## config.mk

```make
export PLATFORM = sky130hd
export DESIGN_NAME = ebc_break
export DESIGN_NICKNAME = d
export VERILOG_FILES = /design/src/ebc_pkg.sv /design/src/ebc_regcmp.sv /design/src/ebc_break.sv
export SDC_FILE = /design/constraint.sdc
export NUM_CORES = 1
export LEC_CHECK = 0
export BUFFER_PORTS_ARGS = -buffer_cell sky130_fd_sc_hd__buf_2
export CAP_MARGIN = 40
export CORE_MARGIN = 5
export CORE_UTILIZATION = 51
export DETAILED_ROUTE_END_ITERATION = 8
export GPL_TIMING_DRIVEN = 1
export PLACE_DENSITY = 0.76
export SETUP_SLACK_MARGIN = 0.5
export SKIP_CTS_REPAIR_TIMING = 1
export SLEW_MARGIN = 25
export SYNTH_ARGS = -nofsm -noshare
export SYNTH_HDL_FRONTEND = slang
export SYNTH_SLANG_ARGS = --single-unit
```

## constraint.sdc

```tcl
create_clock -name hclk -period 1.76 [get_ports hclk]
set_input_delay 0.264 -clock hclk [delete_from_list [all_inputs] [get_ports hclk]]
set_output_delay 0.264 -clock hclk [all_outputs]
set_load 0.02 [all_outputs]
```

## src/ebc_pkg.sv

```systemverilog
// Operation
// - Register match breaks when unmasked fields equal
// - Register cancel command disarms register match
// - Comparison never stalls the running CPU
// - Register match index values span 12 bits
// - Compound break joins PC, memory, registers
// - Compound fires only when all parts match
// - Arming compound cancels address, data, register
// - Arming other classes cancels compound condition
// - Compound cancel command disarms compound condition
// - One compound condition, new replaces old
// - Every compound field has its own mask
// - Compound evaluated only on data memory access
// - Memory access needed even if fully masked
// - Compound index values span 12 bits
// - Clear all disarms conditions, keeps break mode
package ebc_pkg;

    // ------------------------------------------------------------
    // Register byte offsets
    // ------------------------------------------------------------
    localparam logic [7:0] OFS_CMD      = 8'h00; // Command strobes, write only
    localparam logic [7:0] OFS_ARMED    = 8'h04; // Armed classes, read only
    localparam logic [7:0] OFS_IRQ_STAT = 8'h08; // Sticky break events, write one to clear
    localparam logic [7:0] OFS_IRQ_MASK = 8'h0c; // Interrupt enables
    localparam logic [7:0] OFS_RM_REG   = 8'h10; // Register match accumulators and flags
    localparam logic [7:0] OFS_RM_X     = 8'h14; // Register match first index value
    localparam logic [7:0] OFS_RM_Y     = 8'h18; // Register match second index value
    localparam logic [7:0] OFS_RM_MASK  = 8'h1c; // Register match masks
    localparam logic [7:0] OFS_CM_PC    = 8'h20; // Compound program counter
    localparam logic [7:0] OFS_CM_MEM   = 8'h24; // Compound memory address, data, direction
    localparam logic [7:0] OFS_CM_REG   = 8'h28; // Compound accumulators and flags
    localparam logic [7:0] OFS_CM_X     = 8'h2c; // Compound first index value
    localparam logic [7:0] OFS_CM_Y     = 8'h30; // Compound second index value
    localparam logic [7:0] OFS_CM_MASK  = 8'h34; // Compound masks
    localparam logic [7:0] OFS_MODE     = 8'h38; // Break mode, untouched by clear all

    // ------------------------------------------------------------
    // Command bit positions
    // ------------------------------------------------------------
    localparam int CMD_ARM_RM   = 0; // Arm register_match_break
    localparam int CMD_RM_CAN   = 1; // register_break_cancel
    localparam int CMD_ARM_CM   = 2; // Arm compound_break
    localparam int CMD_CM_CAN   = 3; // compound_break_cancel
    localparam int CMD_CLR_ALL  = 4; // clear_all_breaks
    localparam int CMD_ARM_ADR  = 5; // Arm address-only break
    localparam int CMD_ARM_DAT  = 6; // Arm data_only_break

    // ------------------------------------------------------------
    // Armed and event bit positions
    // ------------------------------------------------------------
    localparam int ARM_ADR = 0; // Address-only class
    localparam int ARM_DAT = 1; // Data-only class
    localparam int ARM_RM  = 2; // Register match class
    localparam int ARM_CM  = 3; // Compound class
    localparam int EV_RM   = 0; // Register match break event
    localparam int EV_CM   = 1; // Compound break event

    // ------------------------------------------------------------
    // Field layouts
    // ------------------------------------------------------------
    localparam int REG_A_LSB  = 0;  // Accumulator A
    localparam int REG_B_LSB  = 4;  // Accumulator B
    localparam int REG_F_LSB  = 8;  // Flags: carry, zero, decimal, interrupt
    localparam int MEM_D_LSB  = 12; // Memory data nibble
    localparam int MEM_WR_BIT = 16; // Memory direction, one is write
    localparam int MSK_PC     = 0;  // Compound mask: program counter
    localparam int MSK_ADDR   = 1;  // Compound mask: memory address
    localparam int MSK_DATA   = 2;  // Compound mask: memory data
    localparam int MSK_RW     = 3;  // Compound mask: direction
    localparam int MSK_REG    = 4;  // Register mask field lsb in the compound mask register
    localparam int MODE_EN    = 0;  // Break enable

    // ------------------------------------------------------------
    // Reset values
    // ------------------------------------------------------------
    localparam logic [3:0]  RST_ARMED = 4'h0;  // Nothing armed
    localparam logic [7:0]  RST_MASK8 = 8'hff; // All register fields masked
    localparam logic [3:0]  RST_MSK4  = 4'hf;  // All access fields masked
    localparam logic [0:0]  RST_MODE  = 1'h1;  // Breaks enabled
    localparam logic [1:0]  HSIZE_W   = 2'h2;  // Word transfer

    // ------------------------------------------------------------
    // Carriers
    // ------------------------------------------------------------
    typedef struct packed {
        logic [3:0]  a;     // Accumulator A
        logic [3:0]  b;     // Accumulator B
        logic [3:0]  flags; // {interrupt_flag, decimal_flag, zero_flag, carry_flag}
        logic [11:0] x;     // First index register
        logic [11:0] y;     // Second index register
    } ebc_regset_t;

    typedef struct packed {
        logic        a;
        logic        b;
        logic [3:0]  flags; // One mask bit per flag
        logic        x;
        logic        y;
    } ebc_regmask_t;

    typedef struct packed {
        logic        instr_end; // Last cycle of an instruction
        logic [11:0] pc;        // Address of that instruction
        logic        mem_acc;   // Instruction touches data memory
        logic        mem_wr;    // Access is a write
        logic [11:0] mem_addr;  // Data memory address
        logic [3:0]  mem_data;  // Nibble read or written
        ebc_regset_t regs;      // Register file after the instruction
    } ebc_cpu_obs_t;

endpackage : ebc_pkg

```

## src/ebc_regcmp.sv

```systemverilog
`timescale 1ns/10ps
// ------------------------------------------------------------
// Masked register-set comparator, purely combinational
// ------------------------------------------------------------
module ebc_regcmp
(
    input  wire ebc_pkg::ebc_regset_t  obs,   // Live CPU registers
    input  wire ebc_pkg::ebc_regset_t  ref_v, // Programmed values
    input  wire ebc_pkg::ebc_regmask_t msk,   // One masks a field out
    output logic                       hit    // All unmasked fields equal
);

    // Per-flag compare, masked flags always agree
    logic [3:0] flag_ok;

    // ------------------------------------------------------------
    // Flag compare, one lane per flag
    // ------------------------------------------------------------
    genvar g;
    generate
        for (g = 0; g < 4; g++)
        begin : g_flag
            assign flag_ok[g] = msk.flags[g] | (obs.flags[g] == ref_v.flags[g]);
        end
    endgenerate

    // Full twelve-bit index compares, no model-size clipping
    assign hit = (msk.a | (obs.a == ref_v.a))
               & (msk.b | (obs.b == ref_v.b))
               & (&flag_ok)
               & (msk.x | (obs.x == ref_v.x))
               & (msk.y | (obs.y == ref_v.y));

endmodule : ebc_regcmp

```

## src/ebc_break.sv

```systemverilog
// The AHB-Lite interface to the registers and the placing of the registers are this design's own decisions.
`timescale 1ns/10ps
module ebc_break
(
    input  wire logic                  hclk,      // Bus and CPU clock
    input  wire logic                  hresetn,   // Asynchronous reset, active low
    input  wire logic                  hsel,      // Slave select
    input  wire logic [7:0]            haddr,     // Byte address
    input  wire logic [1:0]            htrans,    // Transfer type
    input  wire logic                  hwrite,    // Write when high
    input  wire logic [2:0]            hsize,     // Transfer size
    input  wire logic [31:0]           hwdata,    // Write data
    input  wire logic                  hready,    // Bus ready
    output logic                       hreadyout, // Slave ready
    output logic                       hresp,     // Always OKAY
    output logic [31:0]                hrdata,    // Read data
    input  wire ebc_pkg::ebc_cpu_obs_t cpu_obs,   // Observed CPU, same clock
    output logic                       halt_req,  // One-cycle halt request
    output logic [3:0]                 armed,     // Armed classes
    output logic                       irq        // Level interrupt
);

    // ------------------------------------------------------------
    // Declarations
    // ------------------------------------------------------------
    logic                 hreadyout_ff; // Low during the read wait state
    logic [31:0]          hrdata_ff;    // Registered read data
    logic                 wr_pend_ff;   // Write data phase pending
    logic                 rd_pend_ff;   // Read wait state pending
    logic [7:0]           addr_ff;      // Latched address
    logic [3:0]           armed_ff;     // Armed classes
    logic [3:0]           nxt_armed;    // Next armed classes
    logic [1:0]           stat_ff;      // Sticky events
    logic [1:0]           nxt_stat;     // Next sticky events
    logic [1:0]           mask_ff;      // Interrupt enables
    logic                 irq_ff;       // Registered interrupt
    logic                 halt_ff;      // Registered halt request
    logic [0:0]           mode_ff;      // Break mode
    ebc_pkg::ebc_regset_t rm_val_ff;    // Register match values
    ebc_pkg::ebc_regmask_t rm_msk_ff;   // Register match masks
    ebc_pkg::ebc_regset_t cm_val_ff;    // Compound register values
    ebc_pkg::ebc_regmask_t cm_msk_ff;   // Compound register masks
    logic [11:0]          cm_pc_ff;     // Compound program counter
    logic [11:0]          cm_addr_ff;   // Compound memory address
    logic [3:0]           cm_data_ff;   // Compound memory data
    logic                 cm_wr_ff;     // Compound direction
    logic [3:0]           cm_amsk_ff;   // Compound access masks
    logic                 addr_ph;      // Address phase accepted
    logic                 wr_go;        // Write lands this cycle
    logic                 rm_hit;       // Register match comparator
    logic                 cm_reg_hit;   // Compound register part
    logic                 cm_acc_hit;   // Compound memory part
    logic                 cm_pc_hit;    // Compound program counter part
    logic [1:0]           ev;           // Break events this cycle
    logic [31:0]          rd_val;       // Read mux

    // Address decode for the write paths; the read mux decodes addr_ff itself
    function automatic logic is_reg(input logic [7:0] a, input logic [7:0] ofs);
        is_reg = (a == ofs);
    endfunction : is_reg

    // ------------------------------------------------------------
    // AHB-Lite front end
    // ------------------------------------------------------------
    assign addr_ph = hsel & hready & htrans[1];
    assign wr_go   = wr_pend_ff;

    // Address phase capture; reads get one wait state so a write
    // in the previous data phase is always visible to the read
    always_ff @(posedge hclk or negedge hresetn)
    begin
        if (!hresetn)
        begin
            addr_ff      <= 8'h00;
            wr_pend_ff   <= 1'b0;
            rd_pend_ff   <= 1'b0;
            hreadyout_ff <= 1'b1;
        end
        else
        begin
            rd_pend_ff <= 1'b0;
            if (rd_pend_ff)
            begin
                hreadyout_ff <= 1'b1; // Read data ready next edge
            end
            if (addr_ph)
            begin
                addr_ff    <= {haddr[7:2], 2'b00};
                // Only word writes are taken; others are ignored
                wr_pend_ff <= hwrite & (hsize[1:0] == ebc_pkg::HSIZE_W);
                if (!hwrite)
                begin
                    rd_pend_ff   <= 1'b1;
                    hreadyout_ff <= 1'b0;
                end
            end
            else if (hready)
            begin
                wr_pend_ff <= 1'b0;
            end
        end
    end

    // Read mux, unmapped addresses read as zero
    always_comb
    begin
        rd_val = 32'h0000_0000;
        case (addr_ff)
            ebc_pkg::OFS_ARMED:    rd_val[3:0] = armed_ff;
            ebc_pkg::OFS_IRQ_STAT: rd_val[1:0] = stat_ff;
            ebc_pkg::OFS_IRQ_MASK: rd_val[1:0] = mask_ff;
            ebc_pkg::OFS_RM_REG:   rd_val[11:0] = {rm_val_ff.flags, rm_val_ff.b, rm_val_ff.a};
            ebc_pkg::OFS_RM_X:     rd_val[11:0] = rm_val_ff.x;
            ebc_pkg::OFS_RM_Y:     rd_val[11:0] = rm_val_ff.y;
            ebc_pkg::OFS_RM_MASK:  rd_val[7:0] = {rm_msk_ff.y, rm_msk_ff.x, rm_msk_ff.flags,
                                                 rm_msk_ff.b, rm_msk_ff.a};
            ebc_pkg::OFS_CM_PC:    rd_val[11:0] = cm_pc_ff;
            ebc_pkg::OFS_CM_MEM:   rd_val[16:0] = {cm_wr_ff, cm_data_ff, cm_addr_ff};
            ebc_pkg::OFS_CM_REG:   rd_val[11:0] = {cm_val_ff.flags, cm_val_ff.b, cm_val_ff.a};
            ebc_pkg::OFS_CM_X:     rd_val[11:0] = cm_val_ff.x;
            ebc_pkg::OFS_CM_Y:     rd_val[11:0] = cm_val_ff.y;
            ebc_pkg::OFS_CM_MASK:  rd_val[11:0] = {cm_msk_ff.y, cm_msk_ff.x, cm_msk_ff.flags,
                                                  cm_msk_ff.b, cm_msk_ff.a, cm_amsk_ff};
            ebc_pkg::OFS_MODE:     rd_val[0] = mode_ff[0];
            default:               rd_val = 32'h0000_0000;
        endcase
    end

    // Read data register, loaded in the wait state
    always_ff @(posedge hclk or negedge hresetn)
    begin
        if (!hresetn)
        begin
            hrdata_ff <= 32'h0000_0000;
        end
        else if (rd_pend_ff)
        begin
            hrdata_ff <= rd_val;
        end
    end

    // ------------------------------------------------------------
    // Condition registers
    // ------------------------------------------------------------

    // Register match values; full twelve-bit index fields
    always_ff @(posedge hclk or negedge hresetn)
    begin
        if (!hresetn)
        begin
            rm_val_ff <= '0;
            rm_msk_ff <= ebc_pkg::RST_MASK8;
        end
        else if (wr_go)
        begin
            if (is_reg(addr_ff, ebc_pkg::OFS_RM_REG))
            begin
                rm_val_ff.a     <= hwdata[3:0];
                rm_val_ff.b     <= hwdata[7:4];
                rm_val_ff.flags <= hwdata[11:8];
            end
            if (is_reg(addr_ff, ebc_pkg::OFS_RM_X))
            begin
                rm_val_ff.x <= hwdata[11:0];
            end
            if (is_reg(addr_ff, ebc_pkg::OFS_RM_Y))
            begin
                rm_val_ff.y <= hwdata[11:0];
            end
            if (is_reg(addr_ff, ebc_pkg::OFS_RM_MASK))
            begin
                rm_msk_ff <= {hwdata[0], hwdata[1], hwdata[5:2], hwdata[6], hwdata[7]}; // Struct a on top, bus y on top
            end
        end
    end

    // Compound condition: one set of fields, a write replaces it
    always_ff @(posedge hclk or negedge hresetn)
    begin
        if (!hresetn)
        begin
            cm_val_ff  <= '0;
            cm_msk_ff  <= ebc_pkg::RST_MASK8;
            cm_amsk_ff <= ebc_pkg::RST_MSK4;
            cm_pc_ff   <= 12'h000;
            cm_addr_ff <= 12'h000;
            cm_data_ff <= 4'h0;
            cm_wr_ff   <= 1'b0;
        end
        else if (wr_go)
        begin
            if (is_reg(addr_ff, ebc_pkg::OFS_CM_PC))
            begin
                cm_pc_ff <= hwdata[11:0];
            end
            if (is_reg(addr_ff, ebc_pkg::OFS_CM_MEM))
            begin
                cm_addr_ff <= hwdata[11:0];
                cm_data_ff <= hwdata[ebc_pkg::MEM_D_LSB +: 4];
                cm_wr_ff   <= hwdata[ebc_pkg::MEM_WR_BIT];
            end
            if (is_reg(addr_ff, ebc_pkg::OFS_CM_REG))
            begin
                cm_val_ff.a     <= hwdata[ebc_pkg::REG_A_LSB +: 4];
                cm_val_ff.b     <= hwdata[ebc_pkg::REG_B_LSB +: 4];
                cm_val_ff.flags <= hwdata[ebc_pkg::REG_F_LSB +: 4];
            end
            if (is_reg(addr_ff, ebc_pkg::OFS_CM_X))
            begin
                cm_val_ff.x <= hwdata[11:0];
            end
            if (is_reg(addr_ff, ebc_pkg::OFS_CM_Y))
            begin
                cm_val_ff.y <= hwdata[11:0];
            end
            if (is_reg(addr_ff, ebc_pkg::OFS_CM_MASK))
            begin
                cm_amsk_ff <= hwdata[3:0];
                cm_msk_ff  <= {hwdata[4], hwdata[5], hwdata[9:6], hwdata[10], hwdata[11]};
            end
        end
    end

    // Break mode lives apart so clear all cannot touch it
    always_ff @(posedge hclk or negedge hresetn)
    begin
        if (!hresetn)
        begin
            mode_ff <= ebc_pkg::RST_MODE;
        end
        else if (wr_go && is_reg(addr_ff, ebc_pkg::OFS_MODE))
        begin
            mode_ff[0] <= hwdata[ebc_pkg::MODE_EN];
        end
    end

    // ------------------------------------------------------------
    // Arming commands
    // ------------------------------------------------------------

    // Later statements win: cancels and clear all override arms
    // issued in the same write
    always_comb
    begin
        nxt_armed = armed_ff;
        if (wr_go && is_reg(addr_ff, ebc_pkg::OFS_CMD))
        begin
            if (hwdata[ebc_pkg::CMD_ARM_ADR])
            begin
                nxt_armed[ebc_pkg::ARM_ADR] = 1'b1;
                nxt_armed[ebc_pkg::ARM_CM]  = 1'b0;
            end
            if (hwdata[ebc_pkg::CMD_ARM_DAT])
            begin
                nxt_armed[ebc_pkg::ARM_DAT] = 1'b1;
                nxt_armed[ebc_pkg::ARM_CM]  = 1'b0;
            end
            if (hwdata[ebc_pkg::CMD_ARM_RM])
            begin
                nxt_armed[ebc_pkg::ARM_RM] = 1'b1;
                nxt_armed[ebc_pkg::ARM_CM] = 1'b0;
            end
            if (hwdata[ebc_pkg::CMD_ARM_CM])
            begin
                nxt_armed = 4'h0;
                nxt_armed[ebc_pkg::ARM_CM] = 1'b1;
            end
            if (hwdata[ebc_pkg::CMD_RM_CAN])
            begin
                nxt_armed[ebc_pkg::ARM_RM] = 1'b0;
            end
            if (hwdata[ebc_pkg::CMD_CM_CAN])
            begin
                nxt_armed[ebc_pkg::ARM_CM] = 1'b0;
            end
            if (hwdata[ebc_pkg::CMD_CLR_ALL])
            begin
                nxt_armed = ebc_pkg::RST_ARMED;
            end
        end
    end

    // Armed state register
    always_ff @(posedge hclk or negedge hresetn)
    begin
        if (!hresetn)
        begin
            armed_ff <= ebc_pkg::RST_ARMED;
        end
        else
        begin
            armed_ff <= nxt_armed;
        end
    end

    // ------------------------------------------------------------
    // Comparators
    // ------------------------------------------------------------

    // Register match set
    ebc_regcmp u_rm_cmp
    (
        .obs   (cpu_obs.regs),
        .ref_v (rm_val_ff),
        .msk   (rm_msk_ff),
        .hit   (rm_hit)
    );

    // Register part of the compound condition
    ebc_regcmp u_cm_cmp
    (
        .obs   (cpu_obs.regs),
        .ref_v (cm_val_ff),
        .msk   (cm_msk_ff),
        .hit   (cm_reg_hit)
    );

    // Access part: direction, data nibble, address; the access
    // itself is demanded even with every field masked
    assign cm_acc_hit = cpu_obs.mem_acc
                      & (cm_amsk_ff[ebc_pkg::MSK_ADDR] | (cpu_obs.mem_addr == cm_addr_ff))
                      & (cm_amsk_ff[ebc_pkg::MSK_DATA] | (cpu_obs.mem_data == cm_data_ff))
                      & (cm_amsk_ff[ebc_pkg::MSK_RW]   | (cpu_obs.mem_wr == cm_wr_ff));
    assign cm_pc_hit  = cm_amsk_ff[ebc_pkg::MSK_PC] | (cpu_obs.pc == cm_pc_ff);

    // Events sampled on the last cycle of an instruction; the CPU
    // is only observed, so it never waits on the comparison
    assign ev[ebc_pkg::EV_RM] = cpu_obs.instr_end & armed_ff[ebc_pkg::ARM_RM] & rm_hit;
    assign ev[ebc_pkg::EV_CM] = cpu_obs.instr_end & armed_ff[ebc_pkg::ARM_CM]
                              & cm_pc_hit & cm_acc_hit & cm_reg_hit;

    // ------------------------------------------------------------
    // Halt and interrupt
    // ------------------------------------------------------------

    // Halt pulse the cycle after the matching instruction ends,
    // gated by the break enable mode
    always_ff @(posedge hclk or negedge hresetn)
    begin
        if (!hresetn)
        begin
            halt_ff <= 1'b0;
        end
        else
        begin
            halt_ff <= mode_ff[0] & (|ev);
        end
    end

    // Sticky events: a new event wins over a clear in the same cycle
    always_comb
    begin
        nxt_stat = stat_ff;
        if (wr_go && is_reg(addr_ff, ebc_pkg::OFS_IRQ_STAT))
        begin
            nxt_stat = stat_ff & ~hwdata[1:0];
        end
        nxt_stat = nxt_stat | ev;
    end

    // Status, mask and interrupt registers
    always_ff @(posedge hclk or negedge hresetn)
    begin
        if (!hresetn)
        begin
            stat_ff <= 2'h0;
            mask_ff <= 2'h0;
            irq_ff  <= 1'b0;
        end
        else
        begin
            stat_ff <= nxt_stat;
            if (wr_go && is_reg(addr_ff, ebc_pkg::OFS_IRQ_MASK))
            begin
                mask_ff <= hwdata[1:0];
            end
            irq_ff <= |(nxt_stat & mask_ff);
        end
    end

    // ------------------------------------------------------------
    // Outputs, all but the constant hresp straight from flip-flops
    // ------------------------------------------------------------
    assign hreadyout = hreadyout_ff;
    assign hresp     = 1'b0;
    assign hrdata    = hrdata_ff;
    assign halt_req  = halt_ff;
    assign armed     = armed_ff;
    assign irq       = irq_ff;

endmodule : ebc_break

```

# == After elaboration in Yosys (flattened, before gate mapping) ==
# Cells that the tools add are included.
# totals
register_bits,158
out_inout_bits,40
# classes
bitwise_logic,45
n_eq_ne,35
n_reduce_logical,28
mux,23
# op_table
operator,count
$eq 12x12->1,6
$eq 6x4->1 const B,7
$pmux 4 s10,1
$pmux 4 s9,1
$reduce_and 2->1,14
$eq 6x3->1 const B,4
$pmux 2 s11,1
$and 1x1->1,21
$eq 4x4->1,5
$or 1x1->1,20
$pmux 1 s14,1
$mux 1,13
$pmux 1 s13,1
$eq 6x2->1 const B,2
$eq 1x1->1,9
$logic_not 8->1,1
$mux 4,2
$reduce_and 4->1,2
$eq 6x1->1 const B,1
$reduce_bool 3->1,2
$reduce_bool 6->1,1
$mux 5,1
$and 2x2->2,2
$logic_and 1x1->1,4
other kinds (7),9

# == Depth between registers and ports, before layout ==
# Gate-level depths: netlist (run 1).
# depth
word_depth,10
ltp_mapped,8
depth_no_buf,6

# == Cells and area by module ==
# From an unflattened synthesis (run 1), not the netlist that was laid out.
# unflattened
cells_unflattened,653
hier_area_um2,8298.0
# modules_own_cells
module,instances,cells_each,seq_area_each_um2,area_each_um2
ebc_break,1,553,3981.3,7472.2
ebc_regcmp,2,50,0.0,412.9

# == Worst setup path before layout (run 1) ==
# Ideal clock, no wire load.
# synth_timing
kind,flip-flop to flip-flop
from,register addr_ff[7]
to,register cm_addr_ff[10]
path_stages_with_launch,7
period_less_slack_ns,1.926
n_path_buf,2
path_slack_ns,-0.166
required_time_ns,1.635
arrival_time_ns,1.801
path_cell_list,dfrtp_1 > or4b_1 > buf_4 > nor2_8 > nand2_4 > buf_6 > mux2_4
# synth_via
elab_chain_cells,2
# synth_rtl
element,line,text
from (decl),ebc_break.sv:30,logic [7:0] addr_ff;
from (signal assigned),ebc_break.sv:88,"addr_ff <= {haddr[7:2], 2'b00};"
$eq 6x4->1,ebc_break.sv:59,is_reg = (a == ofs);
$reduce_and 2->1 (no line),n/a,
to (signal assigned),ebc_break.sv:198,cm_addr_ff <= hwdata[11:0];
to (decl),ebc_break.sv:44,logic [11:0] cm_addr_ff;
# No other way between the ends.
# A chain may end at the register's enable or synchronous reset.

# == Worst setup path after layout (run 1) ==
# layout_timing
from,register cm_val_ff[8] (netlist bit)
to,"register irq_ff, in the netlist irq"
# layout_via
elab_chain_cells,7
# layout_rtl
element,line,text
from (decl),ebc_break.sv:41,ebc_pkg::ebc_regset_t cm_val_ff;
$eq 12x12->1,ebc_regcmp.sv:32,& (msk.y | (obs.y == ref_v.y));
$or 1x1->1,ebc_regcmp.sv:32,
$and 1x1->1,ebc_regcmp.sv:32,
$and 1x1->1,ebc_break.sv:330,& cm_pc_hit & cm_acc_hit & cm_reg_hit;
$or 2x2->2,ebc_break.sv:358,nxt_stat = nxt_stat | ev;
$and 2x2->2,ebc_break.sv:377,irq_ff <= |(nxt_stat & mask_ff);
$reduce_or 2->1,ebc_break.sv:377,
to (signal assigned),ebc_break.sv:377,
to (decl),ebc_break.sv:36,logic irq_ff;
# No other way between the ends.

==> key figures, run 1 <==
Worst setup path
  – Critical path launch point type: flip-flop
  – Nature of the critical path endpoint: flip-flop
  – Most frequent CP cell: nor4_1
  – Worst EP required: 2.11 ns
  – Crit path largest cell delay: approximately 0.55 ns
  – R2r setup slk: -0.40 ns
  – Critical path arrival: ~2.5 ns
  – WS Path Type: reg -> reg
  – Worst-path maximum fanout: 3
  – Crit-path slowest cell: nor4_1
  – Worst-path cell chain: xor2_1, nor4_1, a31oi_1, nor4_1, buf_4, nand3_4, o211ai_1

Timing
  – Count of pins over their slew limit: 0
  – Layout Skew: 0.00827 ns
  – Max Clk Rate: 463 MHz
  – Max transition margin: a little under 60%
  – Final period utilization: 123%
  – Fin crit period: 2.16 ns
  – Setup ws final: -0.398 ns
  – Worst slew pin tran: between 0.6 and 0.7 ns
  – # setup viols final: 143
  – Final Hold Vio Count: 0
  – RSZ-0062 raised after global routing: true
  – TNS Setup: -34.68 ns

Logic synthesis
  – Ys Warns: 0
  – Post-synthesis mux area share: between 20% and 30%
  – Area contributors post-synth: dfrtp_1 (41%), mux2_1 (10%), xor2_1 (7.9%), dfstp_2 (7.0%), mux2_2 (5.4%)
  – Post-Synth XOR/XNOR Area: a little over a tenth
  – Simple-Gate Fraction of Synth Area: 7.79%
  – Synth unique cells: 55
  – Combinational family with the most area after synthesis: multiplexers
  – Synth Area in Compound Gates: 9.16%
  – Share of the synthesized area in the top cell type: 41.1%
  – Synth Area in Adders: 0%
  – Cell taking the most area after synthesis: dfrtp_1
  – Synthesis-stage register bit count: 158
  – Avg Cell Area, Syn: around 12 µm²
  – Mapped Area: 0.00829 mm²
  – Post-synthesis sequential area ratio: 48.0%
  – Synthesized netlist cell count: between 600 and 700

Route
  – # DRC: 0
  – WL/cell: 26.7 µm
  – Final wirelength: 32.6 mm
  – Vias/cell: 6.35
  – DRT Pass-1 Iters: 8
  – Routed Antenna Nets: 0
  – Drt initial violations: between 900 and 1k
  – Routed vias: about 7.8k

Pwr
  – Overall Power: 10.9 mW
  – PwrDens: 896 mW/mm²
  – LEAKAGE: roughly 5.8 nW
  – Peak supply drop: 0.784 mV

Die
  – Core box area: 0.0159 mm²
  – Full die area: 0.0189 mm²
  – I/O pin count: 157
  – Chip height: 137 µm
  – Starting density of the core: 52.0%
  – Row Count: 46
  – Die width: 137 µm

Global route
  – Initial antenna violation count: 0
  – GRT Total Usage: 29.6%
  – First-pass GRT wire length: roughly 40 mm
  – Vias in the first global route: 7072
  – Largest net degree at the start of global routing: 44
  – Overflow left after global routing: 0

CTS
  – Cts bufs inserted: 17
  – Root buf cell: clkbuf_16
  – CTS tree: built
  – Clock transition at the registers of the reported paths: 0.07 ns
  – Max clock buf depth: 2
  – CTS HTree Levels: 4
  – CTS sink count: 158
  – Clk_lat worst skew: about 0.43 ns

Finish
  – Share of layout cells above drive strength 1: 58.1%
  – # fillers: 892
  – Fin nets: 1112
  – Layout Cells excl Fill: 1224
  – Area Growth Syn to Fin: 46.2%
  – N_diodes: 0
  – FF+latch area: 0.00398 mm²
  – Multi-input logic area: 0.00470 mm²

Placement
  – Post-DP HPWL: 20.5 mm
  – Pre-CTS WS: -0.388 ns
  – Dpl cells: 1163
  – Routability cong.: 0.991
  – I/O Buffers: 121

Outcome
  – Status: finished with violations
  – Failing checks: setup timing

Worst hold path
  – Worst min-delay path category: in -> reg

Job
  – Max-cap viol count: 0
==> where the power goes <==
group	internal (mW)	total, mW	switching (mW)
Sequential	3.98	4.33	0.350
Clock	2.35	3.89	1.55
Combinational	1.31	2.64	1.33
==> cell usage in the layout (no fill, tap or decap), types with 22 or more instances in the layout <==
cell | synthesis | final
mux2_4 | 20 | 90
xnor2_1 | 26 | 26
dfstp_2 | 22 | 22
buf_2 | 11 | 105
dfrtp_1 | 136 | 134
a22oi_1 | 39 | 22
mux2_2 | 40 | 36
buf_6 | 2 | 44
xor2_1 | 75 | 75
buf_4 | 20 | 160
==> layout make-up <==
| class | count | share of cell area [%] |
|---|---|---|
| clock buffers | 22 | 3.91 |
| multi-input cells | 478 | 38.8 |
| well taps | 216 | 2.23 |
| flip-flops and latches | 158 | 32.9 |
| inverters | 16 | 0.495 |
| repair buffers | 324 | 20.6 |
| clock inverters | 10 | 1.14 |
==> critical path: cells and delay by family, from the launching register on <==
kind            cells  cell delay, ns
flops               1            0.40
compound gates      2            0.37
simple gates        3            0.94
xor+xnor            1            0.18
buf+inv             1            0.19
==> path summary, 6_finish.rpt <==
path | depth (start not counted) | to | from
hold reg to reg | 2 | hrdata[14]$_DFFE_PN0P_ | hrdata[14]$_DFFE_PN0P_
max in group asynchronous | 3 | rm_msk_ff[0]$_DFFE_PN1P_ | hresetn
setup / recovery | 7 | irq$_DFF_PN0_ | cm_val_ff[8]$_DFFE_PN0P_
hold / removal | 2 | wr_go$_DFFE_PN0P_ | hready
setup reg to reg | 7 | irq$_DFF_PN0_ | cm_val_ff[8]$_DFFE_PN0P_
min in group asynchronous | 2 | rm_val_ff[34]$_DFFE_PN0P_ | hresetn
==> cells in the mapped netlist (all sizes together) <==
master and number:
dfrtp 136, mux2 134, xor2 75, a22oi 39
buf 35, nor2 28, xnor2 26, dfstp 22
nor4 20, nand2 19, nand3 19, inv 15
clkbuf 14, a21oi 9, o21ai 9, o22ai 9
a31oi 8, a41oi 8, nor3 8, a22o 6
mux2i 6, a222oi 4, a21boi 3, a221oi 3
and3 3, nand2b 3, or3 3, or4b 3
nor2b 2, o211ai 2, or4 2, a2111oi 1
a211oi 1, a32o 1, clkinv 1, conb 1
mux4 1, nand4b 1, nand4bb 1, nor4b 1
o2111ai 1, o32ai 1, or2 1
==> state kept, by name (all words and copies together) (netlist names), 6 cells and up <==
register and cells:
cm_val_ff 36, rm_val_ff 36, hrdata 17, cm_addr_ff 12
cm_pc_ff 12, cm_msk_ff 8, rm_msk_ff 8, addr_ff 6
==> stage by stage <==
step	hold slack, ns	util, %	cell area (µm²)
2_1_floorplan	-0.0316	-	8430
3_3_place_gp	0.225	65.1	10400
3_5_place_dp	0.223	65.1	10400
4_1_cts	-0.235	68.9	11000
5_1_grt	0.0374	76.0	12100
6_report	0.0254	76.0	12100
==> routing by layer <==
layer | share of wire, % | GRT usage [%] | vias to the layer above
met3 | 11 | 7.45 | 202
met4 | 6.8 | 11.0 | 0
met1 | 36 | 39.2 | 3813
met5 | 0 | 0 | -
met2 | 46 | 47.1 | 661
li1 | - | - | 3100
==> logic make-up after synthesis <==
family,after synthesis
flip-flops,158
AO/OA/AOI/OAI,105
multiplexers,141
other,1
buffers and inverters,65
AND/OR/NAND/NOR,114
XOR/XNOR,101
Power figures use the tool's default switching activity.
==> inputs of run 2 (changes only) <==
--- a/config.mk
+++ b/config.mk
@@ -11,6 +11,7 @@
 export CORE_UTILIZATION = 51
 export DETAILED_ROUTE_END_ITERATION = 8
 export GPL_TIMING_DRIVEN = 1
+export MAX_ROUTING_LAYER = met4
 export PLACE_DENSITY = 0.76
 export SETUP_SLACK_MARGIN = 0.5
 export SKIP_CTS_REPAIR_TIMING = 1
==> run 2 against run 1 <==
- the flow still finishes with violations (setup timing)
- global-route usage grew 1.1 points
- critical path type unchanged
- core utilization hardly changed
- first-iteration DRC count increased by 5.3%
==> key figures, run 2 (synthesized netlist as in run 1, its figures left out) <==
Worst setup path
  – WS Path Type: reg -> reg
  – Buf/Inv on CP: 1
  – Crit-path slowest cell: a22oi_1
  – Critical path launch point type: flip-flop
  – Critical path arrival: approximately 2.4 ns
  – Worst EP required: around 2.1 ns
  – Top Family by Delay on Critical Path: simple AND/OR/NAND/NOR gates
  – Crit path largest cell delay: 0.48 ns
  – Nature of the critical path endpoint: flip-flop
  – Worst-path maximum fanout: 7
  – Worst-path cell chain: nand2b_2, nor2_4, buf_6, a22oi_1, nand3_1, nor3_2, o22ai_1
  – R2r setup slk: -0.33 ns

Global route
  – Overflow left after global routing: 0
  – Largest net degree at the start of global routing: 52
  – First-pass GRT wire length: 41.5 mm
  – Vias in the first global route: 7200
  – GRT Total Usage: 30.8%
  – Initial antenna violation count: 0

CTS
  – Clock transition at the registers of the reported paths: around 0.060 ns
  – CTS HTree Levels: 4
  – CTS tree: built
  – CTS sink count: 158
  – Root buf cell: clkbuf_16
  – Max clock buf depth: 2
  – Clk_lat worst skew: 0.44 ns
  – Cts bufs inserted: 17

Pwr
  – Peak supply drop: 0.757 mV
  – Switching part of the total: just under 30%
  – NetSw: 3.20 mW
  – PwrDens: between 800 and 900 mW/mm²
  – Clk network pwr share: 35.6%
  – Cell Int Power: between 7 and 8 mW
  – LEAKAGE: 5.74 nW
  – Combinational share of power: between 20% and 30%
  – Overall Power: approximately 11 mW
  – Register share of total power: between 30% and 40%

Outcome
  – Status: finished with violations
  – Failing checks: setup timing

Finish
  – # fillers: just over 900
  – Commonest non-fill, non-tap cell in the layout: buf_4
  – N_diodes: 0
  – Share of layout cells above drive strength 1: 57.1%
  – Most frequent cells in the layout: buf_4 (173), dfrtp_1 (133), buf_2 (99)
  – Area Growth Syn to Fin: 46.3%
  – FF+latch area: 0.00399 mm²
  – Fin nets: 1117
  – Final Cell Area: 0.0121 mm²
  – Multi-input logic area: 0.00468 mm²

Route
  – Final wirelength: 32.3 mm
  – Routed Antenna Nets: 0
  – WL/cell: around 26 µm
  – DRT Pass-1 Iters: 5
  – Routed vias: 7641
  – # DRC: 0
  – Vias/cell: 6.22
  – Drt initial violations: between 900 and 1k

Placement
  – Placed cell areas: 0.0104 mm²
  – Routability cong.: 1.02
  – I/O Buffers: 121
  – Post-DP HPWL: 20.7 mm

Timing
  – RSZ-0062 raised after global routing: true
  – Max Clk Rate: 478 MHz
  – Final Hold Vio Count: 0
  – Worst Hold Margin: 0.0395 ns
  – Final period utilization: 119%
  – # setup viols final: 145
  – Fin crit period: between 2 and 2.5 ns
  – Worst slew pin tran: 0.771 ns
  – Layout Skew: between 0.008 and 0.009 ns
  – Max transition margin: 48.4%
  – Count of pins over their slew limit: 0
  – Setup ws final: -0.332 ns

Die
  – Core box area: approximately 0.016 mm²
  – Full die area: 0.0189 mm²
  – Die width: roughly 140 µm
  – I/O pin count: 157
  – Chip height: 137 µm
  – Row Count: 46
  – Starting density of the core: about half

Worst hold path
  – Worst min-delay path category: in -> reg

Job
  – Max-cap viol count: 0
## run 2: layout make-up
cell class	instances	share of cell area (%)
sequential	158	32.9
tap	216	2.23
inverter	16	0.495
clock buffer	22	3.91
clock inverter	10	1.12
multi-input combinational	478	38.6
timing repair buffer	329	20.8
## run 2: final timing paths
check                                        from                        end  cells after the start
max in group asynchronous                 hresetn        hreadyout$_DFF_PN1_                      3
hold / removal                             hwrite       rd_pend_ff$_DFF_PN0_                      2
hold reg to reg               hreadyout$_DFF_PN1_        hreadyout$_DFF_PN1_                      2
setup reg to reg           addr_ff[4]$_DFFE_PN0P_      hrdata[5]$_DFFE_PN0P_                      7
min in group asynchronous                 hresetn  cm_val_ff[29]$_DFFE_PN0P_                      2
setup / recovery           addr_ff[4]$_DFFE_PN0P_      hrdata[5]$_DFFE_PN0P_                      7
## run 2: per-stage QoR
step | cells | utilization, % | setup slack (ns) | setup TNS (ns)
3_3_place_gp | 1163 | 65.0 | -0.472 | -31.24
3_5_place_dp | 1163 | 65.0 | -0.500 | -35.15
6_report | 1229 | 76.1 | -0.332 | -32.62
5_1_grt | 1229 | 76.1 | -0.343 | -36.50
4_1_cts | 1195 | 68.8 | -0.523 | -37.72
2_1_floorplan | 700 | - | -0.129 | -9.16
## run 2: routing by layer
metal	up-vias	share of wire (%)	wire (µm)	track usage (%)
met4	0	6.7	2170	12.1
met1	3776	37	12000	39.6
li1	3107	-	-	-
met3	183	9.7	3140	6.17
met5	-	0	0	-
met2	575	46	15000	48.0
## run 2: power groups by stage
stage / Sequential, mW / Combinational [mW] / Clock (mW)
finish: 4.33 / 2.66 / 3.86
global placement: 4.31 / 2.00 / 0
global route: 4.35 / 2.77 / 4.04
CTS: 4.27 / 2.07 / 3.86
floorplan: 4.35 / 0.949 / 0
detailed placement: 4.33 / 2.05 / 0
## run 2: worst register-to-register path, stage by stage, from the launching register on
cell and delay (ns):
dfrtp_2 0.47, nand2b_2 0.26, nor2_4 0.07, buf_6 0.15, a22oi_1 0.48, nand3_1 0.22, nor3_2 0.24, o22ai_1 0.09
==> inputs of run 3 (changes only) <==
--- a/config.mk
+++ b/config.mk
@@ -6,13 +6,13 @@
 export NUM_CORES = 1
 export LEC_CHECK = 0
 export BUFFER_PORTS_ARGS = -buffer_cell sky130_fd_sc_hd__buf_2
-export CAP_MARGIN = 40
+export CAP_MARGIN = 5
 export CORE_MARGIN = 5
-export CORE_UTILIZATION = 51
+export CORE_UTILIZATION = 56
 export DETAILED_ROUTE_END_ITERATION = 8
 export GPL_TIMING_DRIVEN = 1
 export MAX_ROUTING_LAYER = met4
-export PLACE_DENSITY = 0.76
+export PLACE_DENSITY = 0.79
 export SETUP_SLACK_MARGIN = 0.5
 export SKIP_CTS_REPAIR_TIMING = 1
 export SLEW_MARGIN = 25
==> constraint.sdc (replaced) <==
create_clock -name hclk -period 1.99 [get_ports hclk]
set_input_delay 0.2985 -clock hclk [delete_from_list [all_inputs] [get_ports hclk]]
set_output_delay 0.2985 -clock hclk [all_outputs]
set_load 0.02 [all_outputs]
==> run 3 against run 2 <==
- the run still ends with setup timing left
- clock-buffer cell count is 3 lower
- maximum frequency fell by 6.3%
- wire length fell by 5.0%
- combinational power shrank 20%
- final cell count decreased by 8.5%
- via count shrank 4.8%
==> key figures, run 3 (synthesized netlist as in run 1, its figures left out) <==
Timing
  – Final Hold Vio Count: 0
  – Fin crit period: between 2 and 2.5 ns
  – Max transition margin: 62.3%
  – Worst slew pin tran: 0.563 ns
  – # setup viols final: 77
  – RSZ-0062 raised after global routing: true
  – Final period utilization: 112%
  – Layout Skew: 0.00991 ns
  – Max Clk Rate: 448 MHz
  – Count of pins over their slew limit: 0
  – Setup ws final: -0.244 ns

Placement
  – Post-DP HPWL: 19.9 mm
  – Placed cell areas: between 0.009 and 0.01 mm²
  – Routability cong.: a little under 1
  – I/O Buffers: 121
  – Dpl cells: between 1k and 1.5k

Pwr
  – PwrDens: 790 mW/mm²
  – LEAKAGE: 5.53 nW
  – Clk network pwr share: a little over a third
  – Overall Power: 9.27 mW
  – Cell Int Power: ~6.4 mW
  – Switching part of the total: just over 30%
  – Peak supply drop: 0.801 mV
  – Register share of total power: 41.6%
  – NetSw: 2.83 mW
  – Combinational share of power: 23.0%

Route
  – # DRC: 0
  – DRT Pass-1 Iters: 5
  – Final wirelength: 30.6 mm
  – WL/cell: 27.3 µm
  – Vias/cell: ~6.5
  – Routed vias: a little over 7k
  – Drt initial violations: 956
  – Routed Antenna Nets: 0

Finish
  – Area Growth Syn to Fin: 41.7%
  – Commonest non-fill, non-tap cell in the layout: dfrtp_1
  – Final Cell Area: between 0.01 and 0.015 mm²
  – Share of layout cells above drive strength 1: 57.3%
  – Most frequent cells in the layout: dfrtp_1 (135), buf_2 (121), mux2_4 (96)
  – Fin nets: about 1.0k
  – # fillers: 784
  – N_diodes: 0
  – Layout Cells excl Fill: 1124

CTS
  – CTS tree: built
  – Cts bufs inserted: 17
  – Clock transition at the registers of the reported paths: 0.07 ns
  – Root buf cell: clkbuf_16
  – CTS sink count: 158
  – CTS HTree Levels: 4
  – Clk_lat worst skew: 0.44 ns
  – Max clock buf depth: 2

Die
  – Die width: between 100 and 150 µm
  – Full die area: roughly 0.017 mm²
  – Core box area: 0.0145 mm²
  – I/O pin count: 157
  – Chip height: 132 µm
  – Row Count: 44
  – Starting density of the core: 57.0%

Global route
  – GRT Total Usage: 31.6%
  – Vias in the first global route: approximately 7k
  – Largest net degree at the start of global routing: 52
  – Overflow left after global routing: 0
  – Initial antenna violation count: 0
  – First-pass GRT wire length: 41.0 mm

Worst setup path
  – Nature of the critical path endpoint: flip-flop
  – R2r setup slk: -0.24 ns
  – Critical path launch point type: flip-flop
  – Worst EP required: 2.34 ns
  – R2R Path Start: cm_val_ff[3]$_DFFE_PN0P_
  – Worst-path maximum fanout: 3
  – Reg2Reg Depth: 7
  – Worst R2R End: irq$_DFF_PN0_
  – WS Path Type: reg -> reg
  – Critical path arrival: 2.59 ns
  – CP startpoint: cm_val_ff[3]$_DFFE_PN0P_

Job
  – Max-cap viol count: 0

Worst hold path
  – Hold Path Sink: rd_pend_ff$_DFF_PN0_
  – Worst min-delay path category: in -> reg
  – Cell depth of the worst hold path: 2
  – Worst hold start: hwrite

Outcome
  – Status: finished with violations
  – Failing checks: setup timing
-- run 3: changes by cell type in the layout (fill, tap and decap cells not counted), sizes merged --
cell	change
inv	+1
bufinv	-1
buf	-77
clkinv	+3
clkbuf	-1
nand2	+2
-- run 3: how the worst max path moves through the flow --
stage                                end  cells after the start
2_1_floorplan  cm_val_ff[10]$_DFFE_PN0P_                      6
6_report                   irq$_DFF_PN0_                      7
4_1_cts                    irq$_DFF_PN0_                      7
5_1_grt                    irq$_DFF_PN0_                      7
3_3_place_gp               irq$_DFF_PN0_                      8
3_5_place_dp               irq$_DFF_PN0_                      8
-- run 3: power by group through the flow --
| stage | clock network (mW) | logic, mW | registers, mW |
|---|---|---|---|
| 3_3_place_gp | 0 | 1.60 | 3.83 |
| 2_1_floorplan | 0 | 0.839 | 3.85 |
| 3_5_place_dp | 0 | 1.64 | 3.86 |
| 6_report | 3.28 | 2.14 | 3.86 |
| 5_1_grt | 3.43 | 2.23 | 3.88 |
| 4_1_cts | 3.26 | 1.66 | 3.80 |
-- run 3: cell type report --
| class | instances | area [µm²] | area share [%] |
|---|---|---|---|
| clock buffer | 19 | 443 | 3.77 |
| timing repair buffer | 254 | 1990 | 16.9 |
| sequential | 158 | 3980 | 33.9 |
| tap | 184 | 230 | 1.96 |
| inverter | 16 | 60.1 | 0.511 |
| multi-input combinational | 480 | 4900 | 41.7 |
| clock inverter | 13 | 141 | 1.20 |
-- run 3: stage by stage --
stage               setup TNS (ns)  hold WS, ns  setup slack, ns  utilization (%)
CTS                          -5.93       -0.220           -0.239             71.8
finish                       -2.76       0.0369           -0.244             80.8
floorplan                        0      0.00291            0.101                -
global route                 -6.04       0.0460           -0.245             80.8
detailed placement           -4.06        0.239           -0.268             67.8
global placement             -2.16        0.233           -0.278             67.8
-- run 3: layer usage --
metal | global-route usage [%] | part of all wire (%) | vias up
li1 | - | - | 2966
met1 | 41.6 | 38 | 3660
met2 | 48.8 | 47 | 525
met3 | 6.96 | 10 | 121
met4 | 11.1 | 4.6 | 0
met5 | - | 0 | -
-- run 3: critical path, stage by stage (launching register included) --
cell	delay, ns
dfrtp_1	0.43
xor2_1	0.18
nor4_1	0.42
a31oi_1	0.19
nor4_2	0.41
buf_4	0.20
nand3_4	0.09
o211ai_1	0.22
